## src/verilog/chgst_map.svh

```systemverilog
// constants for the upper charger status flags block
// assumes mV-scaled converter words and a 200 MHz system clock
`ifndef CHGST_MAP_SVH
`define CHGST_MAP_SVH
`define CHGST_BIT_DEPLETED 11
`define CHGST_BIT_RANGE 12
`define CHGST_BIT_REVERSE 13
`define CHGST_BIT_BATTERY 14
`define CHGST_BIT_ADAPTER 15
`define CHGST_STATUS_RESET 16'h0000
`define CHGST_WAKE_MV 16'h2328
`define CHGST_LOW_MIN_MV 16'h2ee0
`define CHGST_LOW_MAX_MV 16'h3840
`define CHGST_HIGH_MIN_MV 16'h3e80
`define CHGST_HIGH_MAX_MV 16'h4b00
`define CHGST_DAC_MASK 16'hfff0
`define CHGST_BYPASS_OFF_MV 16'h0096
`define CHGST_BYPASS_HYST_MV 16'h0064
`define CHGST_DEP_BASE_MV 16'h0af0
`define CHGST_DEP_STEP_MV 16'h0064
`define CHGST_CLK_NS 5
`define CHGST_DEGLITCH_NS 8000000
`define CHGST_ALERT_NS 8000000
`endif

```

## src/verilog/chgst_pkg.sv

```systemverilog
// types shared by the upper charger status flags block
// assumes the constants header is included by users
package chgst_pkg;
  typedef struct packed {
    logic adapter_attached_flag;
    logic battery_present;
    logic reverse_flag;
    logic range_error_flag;
    logic depleted_flag;
  } chgst_flags_s;
  typedef struct packed {
    logic adapter_above_2v4;
    logic adapter_above_1v2;
    logic supply_above_6v5;
    logic pack_attached;
  } chgst_pins_s;
  typedef enum logic [1:0] {
    CHGST_BYP_OFF = 2'b00,
    CHGST_BYP_WAIT = 2'b01,
    CHGST_BYP_ON = 2'b10
  } chgst_byp_e;
endpackage

```

## src/verilog/chgst_upper.sv

```systemverilog
// upper status flags, power path and range checking of a charger
// assumes comparator pins are asynchronous and converter words are on sys_clk
`include "chgst_map.svh"
`timescale 1ns/1ps
`default_nettype none
module chgst_upper #(
  parameter int CNT_W = 21,
  parameter logic [CNT_W-1:0] DEGLITCH_CYCLES =
    CNT_W'((`CHGST_DEGLITCH_NS + `CHGST_CLK_NS - 1) / `CHGST_CLK_NS),
  parameter logic [CNT_W-1:0] ALERT_CYCLES =
    CNT_W'((`CHGST_ALERT_NS + `CHGST_CLK_NS - 1) / `CHGST_CLK_NS)
) (
  // clock and reset
  input wire logic sys_clk,
  input wire logic rst_n,
  // comparator pins
  input wire logic adapter_detect_input,
  input wire logic adapter_detect_low,
  input wire logic supply_ok_input,
  input wire logic thermistor_sense_input,
  // converter words in mV
  input wire logic [15:0] cell_stack_voltage,
  input wire logic [15:0] adapter_input_voltage,
  // control register fields
  input wire logic [2:0] dep_select,
  input wire logic learn_cycle,
  input wire logic [15:0] charge_voltage,
  input wire logic status_read,
  // status and alert
  output logic [15:0] charger_status_upper_flags,
  output logic alert,
  // power path and converter control
  output logic battery_path_gate,
  output logic adapter_path_gate,
  output logic bypass_gate,
  output logic charge_enable,
  output logic [15:0] regulation_target,
  output logic ref_supply_5v,
  output logic gate_drive_regulator
);

  // two-stage synchronisers for the comparator pins
  chgst_pkg::chgst_pins_s pins_raw;
  chgst_pkg::chgst_pins_s pins_meta;
  chgst_pkg::chgst_pins_s pins;
  assign pins_raw = '{
    adapter_above_2v4: adapter_detect_input,
    adapter_above_1v2: adapter_detect_low,
    supply_above_6v5: supply_ok_input,
    pack_attached: thermistor_sense_input
  };

  genvar gi;
  generate
    for (gi = 0; gi < 4; gi++) begin : g_sync
      always_ff @(posedge sys_clk) begin
        if (!rst_n) begin
          pins_meta[gi] <= 1'b0;
          pins[gi] <= 1'b0;
        end else begin
          pins_meta[gi] <= pins_raw[gi];
          pins[gi] <= pins_meta[gi];
        end
      end
    end
  endgenerate

  // programmed voltage classification
  logic [15:0] dac_value;
  logic in_wake;
  logic in_low;
  logic in_high;
  logic above_max;
  logic next_range_error;
  logic next_range_disable;
  logic [15:0] next_target;
  logic four_cells;
  assign dac_value = charge_voltage & `CHGST_DAC_MASK;

  always_comb begin
    // wake value sits off the converter grid, so match it before truncation
    in_wake = (charge_voltage == `CHGST_WAKE_MV);
    in_low = (dac_value >= `CHGST_LOW_MIN_MV) && (dac_value <= `CHGST_LOW_MAX_MV);
    in_high = (dac_value >= `CHGST_HIGH_MIN_MV) && (dac_value <= `CHGST_HIGH_MAX_MV);
    above_max = (dac_value > `CHGST_HIGH_MAX_MV);
    next_range_error = !(in_wake || in_low || in_high);
    next_range_disable = next_range_error && !above_max;
    four_cells = in_high || above_max;
    if (above_max) begin
      next_target = `CHGST_HIGH_MAX_MV;
    end else if (next_range_disable) begin
      next_target = 16'h0000;
    end else if (in_wake) begin
      next_target = `CHGST_WAKE_MV;
    end else begin
      next_target = dac_value;
    end
  end

  // depletion threshold scaled by cell count
  logic [15:0] per_cell;
  logic [15:0] pack_threshold;
  always_comb begin
    per_cell = `CHGST_DEP_BASE_MV + 16'(`CHGST_DEP_STEP_MV * dep_select);
    if (four_cells) begin
      pack_threshold = 16'(per_cell << 2);
    end else begin
      pack_threshold = 16'(per_cell + (per_cell << 1));
    end
  end

  // bypass comparisons; sums kept one bit wider to avoid wrap
  logic [16:0] stack_plus_off;
  logic [16:0] stack_plus_on;
  logic bypass_trip;
  logic bypass_recover;
  assign stack_plus_off = {1'b0, cell_stack_voltage} + {1'b0, `CHGST_BYPASS_OFF_MV};
  assign stack_plus_on = stack_plus_off + {1'b0, `CHGST_BYPASS_HYST_MV};
  assign bypass_trip = ({1'b0, adapter_input_voltage} < stack_plus_off);
  assign bypass_recover = ({1'b0, adapter_input_voltage} > stack_plus_on);

  // live flags
  chgst_pkg::chgst_flags_s flags;
  chgst_pkg::chgst_flags_s next_flags;
  always_comb begin
    next_flags.depleted_flag = (cell_stack_voltage < pack_threshold);
    next_flags.range_error_flag = next_range_error;
    next_flags.reverse_flag = (cell_stack_voltage > adapter_input_voltage);
    next_flags.battery_present = pins.pack_attached;
    next_flags.adapter_attached_flag = pins.adapter_above_2v4;
  end

  // flags track conditions every cycle; reads never touch them
  always_ff @(posedge sys_clk) begin
    if (!rst_n) begin
      flags <= '0;
    end else begin
      flags <= next_flags;
    end
  end

  always_ff @(posedge sys_clk) begin
    if (!rst_n) begin
      charger_status_upper_flags <= `CHGST_STATUS_RESET;
    end else begin
      charger_status_upper_flags <= `CHGST_STATUS_RESET;
      charger_status_upper_flags[`CHGST_BIT_DEPLETED] <= flags.depleted_flag;
      charger_status_upper_flags[`CHGST_BIT_RANGE] <= flags.range_error_flag;
      charger_status_upper_flags[`CHGST_BIT_REVERSE] <= flags.reverse_flag;
      charger_status_upper_flags[`CHGST_BIT_BATTERY] <= flags.battery_present;
      charger_status_upper_flags[`CHGST_BIT_ADAPTER] <= flags.adapter_attached_flag;
    end
  end

  // power-on release and reference supply
  logic por_ok;
  always_ff @(posedge sys_clk) begin
    if (!rst_n) begin
      por_ok <= 1'b0;
      gate_drive_regulator <= 1'b0;
      ref_supply_5v <= 1'b0;
    end else begin
      por_ok <= pins.adapter_above_1v2 && pins.supply_above_6v5;
      gate_drive_regulator <= por_ok;
      ref_supply_5v <= pins.adapter_above_2v4;
    end
  end

  // charging enable and regulation target
  always_ff @(posedge sys_clk) begin
    if (!rst_n) begin
      charge_enable <= 1'b0;
      regulation_target <= 16'h0000;
    end else begin
      charge_enable <= por_ok && pins.adapter_above_2v4
        && pins.pack_attached
        && !next_range_disable;
      regulation_target <= next_target;
    end
  end

  // system power selector
  logic learn_held;
  always_ff @(posedge sys_clk) begin
    if (!rst_n) begin
      learn_held <= 1'b0;
    end else if (learn_cycle) begin
      learn_held <= 1'b1;
    end else if (!flags.depleted_flag) begin
      learn_held <= 1'b0;
    end
  end

  always_ff @(posedge sys_clk) begin
    if (!rst_n) begin
      battery_path_gate <= 1'b0;
      adapter_path_gate <= 1'b0;
    end else if (flags.depleted_flag) begin
      battery_path_gate <= 1'b0;
      adapter_path_gate <= pins.adapter_above_2v4 && learn_held;
    end else begin
      battery_path_gate <= !pins.adapter_above_2v4 || learn_cycle;
      adapter_path_gate <= pins.adapter_above_2v4 && !learn_cycle;
    end
  end

  // bypass switch: off at once, back on only after a steady recovery
  chgst_pkg::chgst_byp_e byp_state;
  chgst_pkg::chgst_byp_e next_byp_state;
  logic [CNT_W-1:0] byp_count;
  always_comb begin
    next_byp_state = byp_state;
    case (byp_state)
      chgst_pkg::CHGST_BYP_OFF: begin
        if (bypass_recover) begin
          next_byp_state = chgst_pkg::CHGST_BYP_WAIT;
        end
      end
      chgst_pkg::CHGST_BYP_WAIT: begin
        if (!bypass_recover) begin
          next_byp_state = chgst_pkg::CHGST_BYP_OFF;
        end else if (byp_count >= DEGLITCH_CYCLES - CNT_W'(1)) begin
          next_byp_state = chgst_pkg::CHGST_BYP_ON;
        end
      end
      chgst_pkg::CHGST_BYP_ON: begin
        if (bypass_trip) begin
          next_byp_state = chgst_pkg::CHGST_BYP_OFF;
        end
      end
      default: begin
        next_byp_state = chgst_pkg::CHGST_BYP_OFF;
      end
    endcase
  end

  always_ff @(posedge sys_clk) begin
    if (!rst_n) begin
      byp_state <= chgst_pkg::CHGST_BYP_OFF;
    end else begin
      byp_state <= next_byp_state;
    end
  end

  always_ff @(posedge sys_clk) begin
    if (!rst_n) begin
      byp_count <= '0;
    end else if (byp_state == chgst_pkg::CHGST_BYP_WAIT) begin
      byp_count <= byp_count + CNT_W'(1);
    end else begin
      byp_count <= '0;
    end
  end

  // trip acts on the comparison directly so the switch never lags a cycle
  always_ff @(posedge sys_clk) begin
    if (!rst_n) begin
      bypass_gate <= 1'b0;
    end else begin
      bypass_gate <= (next_byp_state == chgst_pkg::CHGST_BYP_ON);
    end
  end

  // alert timing; the first change starts the window and later ones
  // do not restart it, so the delay never exceeds the bound
  logic status_changed;
  logic alert_pending;
  logic [CNT_W-1:0] alert_count;
  chgst_pkg::chgst_flags_s flags_seen;
  assign status_changed = (flags != flags_seen);

  always_ff @(posedge sys_clk) begin
    if (!rst_n) begin
      flags_seen <= '0;
    end else begin
      flags_seen <= flags;
    end
  end

  always_ff @(posedge sys_clk) begin
    if (!rst_n) begin
      alert_pending <= 1'b0;
      alert_count <= '0;
    end else if (alert_pending) begin
      if (alert_count >= ALERT_CYCLES - CNT_W'(1)) begin
        alert_pending <= 1'b0;
        alert_count <= '0;
      end else begin
        alert_count <= alert_count + CNT_W'(1);
      end
    end else if (status_changed && !alert) begin
      alert_pending <= 1'b1;
      alert_count <= '0;
    end
  end

  // raising wins over a read in the same cycle
  always_ff @(posedge sys_clk) begin
    if (!rst_n) begin
      alert <= 1'b0;
    end else if (alert_pending && alert_count >= ALERT_CYCLES - CNT_W'(1)) begin
      alert <= 1'b1;
    end else if (status_read) begin
      alert <= 1'b0;
    end
  end

endmodule // chgst_upper
`default_nettype wire
```

## config.mk

```make
export PLATFORM = sky130hd
export DESIGN_NAME = chgst_upper
export DESIGN_NICKNAME = d
export VERILOG_FILES = /design/src/verilog/chgst_pkg.sv /design/src/verilog/chgst_upper.sv
export VERILOG_INCLUDE_DIRS = /design/src /design/src/verilog
export SDC_FILE = /design/constraint.sdc
export NUM_CORES = 1
export LEC_CHECK = 0
export BUFFER_PORTS_ARGS = -buffer_cell sky130_fd_sc_hd__buf_4
export CORE_ASPECT_RATIO = 1.1
export CORE_MARGIN = 8
export CORE_UTILIZATION = 62
export DETAILED_ROUTE_END_ITERATION = 7
export MAX_ROUTING_LAYER = met4
export PLACE_DENSITY = 0.83
export RECOVER_POWER = 100
export SLEW_MARGIN = 20
export SYNTH_ARGS = -nofsm -noshare
export SYNTH_HDL_FRONTEND = slang
export SYNTH_SLANG_ARGS = --single-unit
```

## constraint.sdc

```tcl
create_clock -name sys_clk -period 8.2 [get_ports sys_clk]
set_input_delay 1.64 -clock sys_clk [delete_from_list [all_inputs] [get_ports sys_clk]]
set_output_delay 1.64 -clock sys_clk [all_outputs]
set_load 0.01 [all_outputs]
```

Word level (Yosys, flattened, before mapping)

Cells that the tools add are included.

$lt $le $gt $ge: 11
Bitwise logic cells: 1
Add/subtract/negate cells: 6
Equality and inequality tests: 6
Multiplexer cells: 20
Reductions and logical operators: 28
Multiply operators: 1

Operators by type and width:

| cell                                                  | count |
|---|---|
| two-way mux 21 bit                                    | 3 |
| two-way mux 15 bit                                    | 4 |
| adder 21 x 1 -> 21 bit, second input constant         | 2 |
| >= comparator 21 bit, second input constant           | 2 |
| >= comparator 16 x 14 -> 1 bit, second input constant | 2 |
| adder 16 x 8 -> 17 bit, second input constant         | 1 |
| adder 17 x 7 -> 17 bit, second input constant         | 1 |
| > comparator 16 x 17 -> 1 bit                         | 1 |
| less-than comparator 16 x 17 -> 1 bit                 | 1 |
| == test 16 x 14 -> 1 bit, second input constant       | 1 |
| > comparator 16 x 15 -> 1 bit, second input constant  | 1 |
| > comparator 16 bit                                   | 1 |
| <= comparator 16 x 14 -> 1 bit, second input constant | 1 |
| <= comparator 16 x 15 -> 1 bit, second input constant | 1 |
| less-than comparator 16 bit                           | 1 |
| adder 13 x 14 -> 15 bit                               | 1 |
| adder 12 x 10 -> 13 bit, first input constant         | 1 |
| logical AND 1 bit                                     | 11 |
| multiplier 5 x 3 -> 8 bit, first input constant       | 1 |
| two-way mux 1 bit                                     | 8 |
| two-way mux 2 bit                                     | 4 |
| zero test 1 bit                                       | 6 |
| case mux 2 bit (3 select lines)                       | 1 |
| != test 5 bit                                         | 1 |
| other kinds (11)                                      | 16 |

Register bits: 103
Input bits: 59
Output and inout port bits: 39

Longest topological paths before layout

Depth in word-level cells: 8
Depth in mapped cells: 19

Worst setup path after synthesis

OpenSTA, ideal clock, no wires.

Kind: input port to flip-flop
From: input port dep_select[0]
To: register flags[0] in the netlist's numbering
Path buffers: 0
Arrival: 4.623 ns
Cell stages on the path: 18
Required time: 8.105 ns
Library setup time: 0.095 ns
Setup slack: 3.481 ns
Path through: ha_1 > inv_1 > fa_1 > xor2_1 > ha_1 > inv_1 > nor2_1 > a211oi_1 > nor2_1 > o21ai_0 > o21ai_0 > ha_1 > a21o_1 > a21oi_1 > nor2b_1 > o21ai_0 > nand2b_1 > a221oi_1

Word-level cells in the longest chain between the ends: 5

Ends and longest elaborated chain:

| element                               | RTL line           | RTL |
|---|---|---|
| start, declared                       | chgst_upper.sv:25  | `input wire logic [2:0] dep_select,` |
| multiplier 5 x 3 -> 8 bit (no line) * | --                 |  |
| adder 12 x 10 -> 13 bit (no line) *   | --                 |  |
| adder 13 x 14 -> 15 bit               | chgst_upper.sv:108 | `pack_threshold = 16'(per_cell + (per_cell << 1));` |
| two-way mux 15 bit *                  | chgst_upper.sv:105 | `if (four_cells) begin` |
| less-than comparator 16 bit *         | chgst_upper.sv:126 | `next_flags.depleted_flag = (cell_stack_voltage < pack_threshold);` |
| end signal, assigned                  | chgst_upper.sv:138 | `flags <= next_flags;` |
| end, declared                         | chgst_upper.sv:123 | `chgst_pkg::chgst_flags_s flags;` |

Every way passes the cells marked *; elsewhere a longest branch is shown, timed or not.
A chain may end at the register's enable or synchronous reset.

Final worst setup path

Ends and elaborated chain as after synthesis.

==> qor.csv <==
metric,value,unit
ys async rst share,0,%
synth top area cells,"dfxtp_1 27%, ha_1 15%, xnor2_1 4.6%",
GRT Residual Overflow,0,
max-cap violations,1,
first-pass GRT wire length,25.4,mm
post-synthesis sequential area ratio,26.5,%
fin. max-slew vios,47,
largest net degree at the start of global routing,47,
placed insts,955,
Ys Warns,0,
worst reg2reg path depth,6,
Pint,705,µW
synth unique cells,73,
cells after synthesis,771,
Placer Congestion,0.891,
DRT iter0 DRCs,440,
Starting Density,64.1,%
"Clk Latency, worst-skew pair",0.36,ns
I/O pin count,98,
Leak,0.00303,µW
number of synthesized register bits,84,
clock share of power,28.6,%
fillcell total,842,
worst r2r dst,alert_count[17],
Post-CTS Setup Inserts,0,
NetSw,344,µW
maximum clock path buffer count,2,
Detail Route Antenna Nets,0,
R2R setup slack,5.27,ns
Post-synth EDFFs,0,
final setup fails,0,
WL final,15.1,mm
Peak supply drop,0.0000928,V
setup_tns,0,ns
initial antenna violation count,0,
Root Driver,clkbuf_8,
CTS buffer count,9,
clock slew at reported path FFs,0.08,ns
DP Worst Slack,2.84,ns
CORE AREA,9890,µm²
die area,13700,µm²
RSZ-0062 raised after global routing,false,
row cnt,38,
leading area contributor after synthesis,dfxtp_1,
Final period util,64.3,%
Comb pwr share,30.3,%
Fin. Hold Viols,0,
Arrival @ worst endpoint,5.53,ns
CP startpoint kind,primary input,
Die H,122,µm
Critical path destination,flags[0],
sw frac,32.8,%
sequential power share,41.1,%
worst hold-check path type,reg2reg,
Post-Layout Cell Count,971,
clock sink total,84,
Pwr Density,148,nW/µm²
via count,5794,
Synth top area share,26.5,%
Total GRT Usage,22.6,%
most common flop cell mapped by yosys,dfxtp_1,
CTS Hold Bufs,0,
Port Buffers,83,
Reg-to-Reg Start,alert_count[15],
worst-margin pin slew,1.62,ns
DRC,0,
Critical Path Start,dep_select[0],
Worst setup EP type,register,
failing checks,"capacitance limit, slew limit",
critical-path maximum fanout,8,
vias per cell,5.97,
CTS tree,yes,
vias in the first global route,5588,
DP HPWL,12.0,mm
status,"complete, but fails checks",
max_slew headroom,-7.73,%
DIE WIDTH,112,µm
number of H-tree levels,3,
Area Growth Syn to Fin,11.5,%
clock period minus worst slack,5.27,ns
share of cells above drive strength 1,10.7,%
post_cts resized,0,
Clock Skew,0.0149,ns
router iterations before antenna repair,5,
syn_area_per_cell,8.22,µm²
fmax,190,MHz
wire per inst,15.5,µm
mapped cell area,6330,µm²
critical path type,in2reg,
PnR worst setup slack,2.93,ns
nets,983,
Ant. Diodes,0,
critical path required time,8.46,ns
layout by cell type, fill, tap and decap left out, types with 3 or more instances in the layout:
cell type / synthesis / layout
a211oi_1: 12 / 12
a21boi_0: 2 / 3
a21o_1: 15 / 15
a21oi_1: 31 / 31
a31o_2: 3 / 3
a31oi_1: 16 / 16
and2_0: 0 / 11
and2_1: 29 / 18
and3_1: 14 / 14
and4_1: 6 / 6
buf_4: 14 / 55
clkbuf_1: 13 / 28
clkbuf_8: 0 / 10
clkinvlp_4: 0 / 3
conb_1: 1 / 15
dfxtp_1: 84 / 84
ha_1: 77 / 77
inv_1: 50 / 50
mux2i_1: 7 / 7
nand2_1: 56 / 56
nand2b_1: 13 / 13
nand3_1: 31 / 31
nand4_1: 18 / 18
nor2_1: 60 / 60
nor2b_1: 11 / 11
nor3_1: 15 / 15
nor3b_1: 5 / 5
nor4_1: 5 / 5
o211ai_1: 4 / 4
o21a_1: 7 / 7
o21ai_0: 36 / 40
o21ai_1: 7 / 3
o21bai_1: 5 / 5
o22ai_1: 3 / 3
o31ai_1: 6 / 6
or3_1: 6 / 6
xnor2_1: 33 / 33
xor2_1: 23 / 23
power groups by stage:
stage	combinational [µW]	sequential, µW	clock, µW
3_5_place_dp	318	440	0
6_report	318	431	300
4_1_cts	320	431	305
5_1_grt	359	433	323
2_1_floorplan	229	440	0
3_3_place_gp	302	439	0
critical path, stage by stage:
cell and delay [ns]:
clkbuf_1 0.24, ha_1 0.26, inv_1 0.07, fa_1 0.58
xor2_1 0.28, ha_1 0.31, inv_1 0.09, nor2_1 0.07
a211oi_1 0.36, nor2_1 0.11, o21ai_0 0.22, o21ai_0 0.12
ha_1 0.31, a21o_1 0.16, a21oi_1 0.14, nor2b_1 0.06
o21ai_0 0.18, nand2b_1 0.09, a221oi_1 0.24
metrics by stage:
stage          total power, µW  instance area (µm²)  hold WS (ns)  utilization (%)
6_report                  1050                 7060         0.440             71.4
5_1_grt                   1110                 7060         0.455             71.4
4_1_cts                   1060                 7170         0.441             72.5
3_5_place_dp               758                 6960         0.423             70.4
3_3_place_gp               741                 6960         0.414             70.4
2_1_floorplan              669                 6390         0.412                -
synthesized netlist by cell type, types with 6 or more instances:
cell type / instances
a211oi_1: 12
a21o_1: 15
a21oi_1: 31
a31oi_1: 16
and2_1: 29
and3_1: 14
and4_1: 6
buf_4: 14
clkbuf_1: 13
dfxtp_1: 84
ha_1: 77
inv_1: 50
mux2i_1: 7
nand2_1: 56
nand2b_1: 13
nand3_1: 31
nand4_1: 18
nor2_1: 60
nor2b_1: 11
nor3_1: 15
o21a_1: 7
o21ai_0: 36
o21ai_1: 7
o31ai_1: 6
or3_1: 6
xnor2_1: 33
xor2_1: 23
worst min path at each step:
stage / from / endpoint / slack, ns / cells after the start
6_report: pins_meta[1] / pins[1] / 0.44 / 1
5_1_grt: pins_meta[1] / pins[1] / 0.45 / 1
4_1_cts: pins_meta[1] / pins[1] / 0.44 / 1
3_5_place_dp: pins_meta[1] / pins[1] / 0.42 / 1
3_3_place_gp: pins_meta[0] / next_flags[3] / 0.41 / 1
2_1_floorplan: pins_meta[0] / next_flags[3] / 0.41 / 1
cell families after synthesis:
kind of cell    count (synthesis)  synth area share [%]
compound gates                176                  18.8
xor+xnor                       56                  7.74
fa+ha+maj                      78                  15.5
buf+inv                        83                  6.16
flops                          84                  26.5
mux                             9                  1.46
other cells                     1                0.0592
simple gates                  284                  23.7
registers in the layout, indices dropped and copies added, names as in the netlist:
name and flops:
ref_supply_5v 1, learn_held 1, byp_count 21, charge_enable 1, gate_drive_regulator 1, pins 2
regulation_target 13, por_ok 1, bypass_gate 1, adapter_path_gate 1, byp_state 2, alert_count 21
charger_status_upper_flags 5, pins_meta 4, battery_path_gate 1, flags 4, next_flags 2, alert_pending 1
alert 1
cell type report:
type,instances,area [µm²],share of cell area [%]
Sequential cell,84,1680,23.8
Clock inverter,6,70.1,0.992
Tap cell,120,150,2.13
Clock buffer,10,138,1.95
Inverter,50,188,2.66
Timing Repair Buffer,83,518,7.34
Multi-Input combinational cell,618,4320,61.1
routing by layer:
metal	GRT usage (%)	routed length [µm]	up-vias
met5	-	0	-
met4	7.26	242	0
met3	3.32	613	16
met2	40.7	7810	165
met1	25.3	6410	2731
li1	-	-	2882
Note: power is estimated with default switching activity, not from simulation.
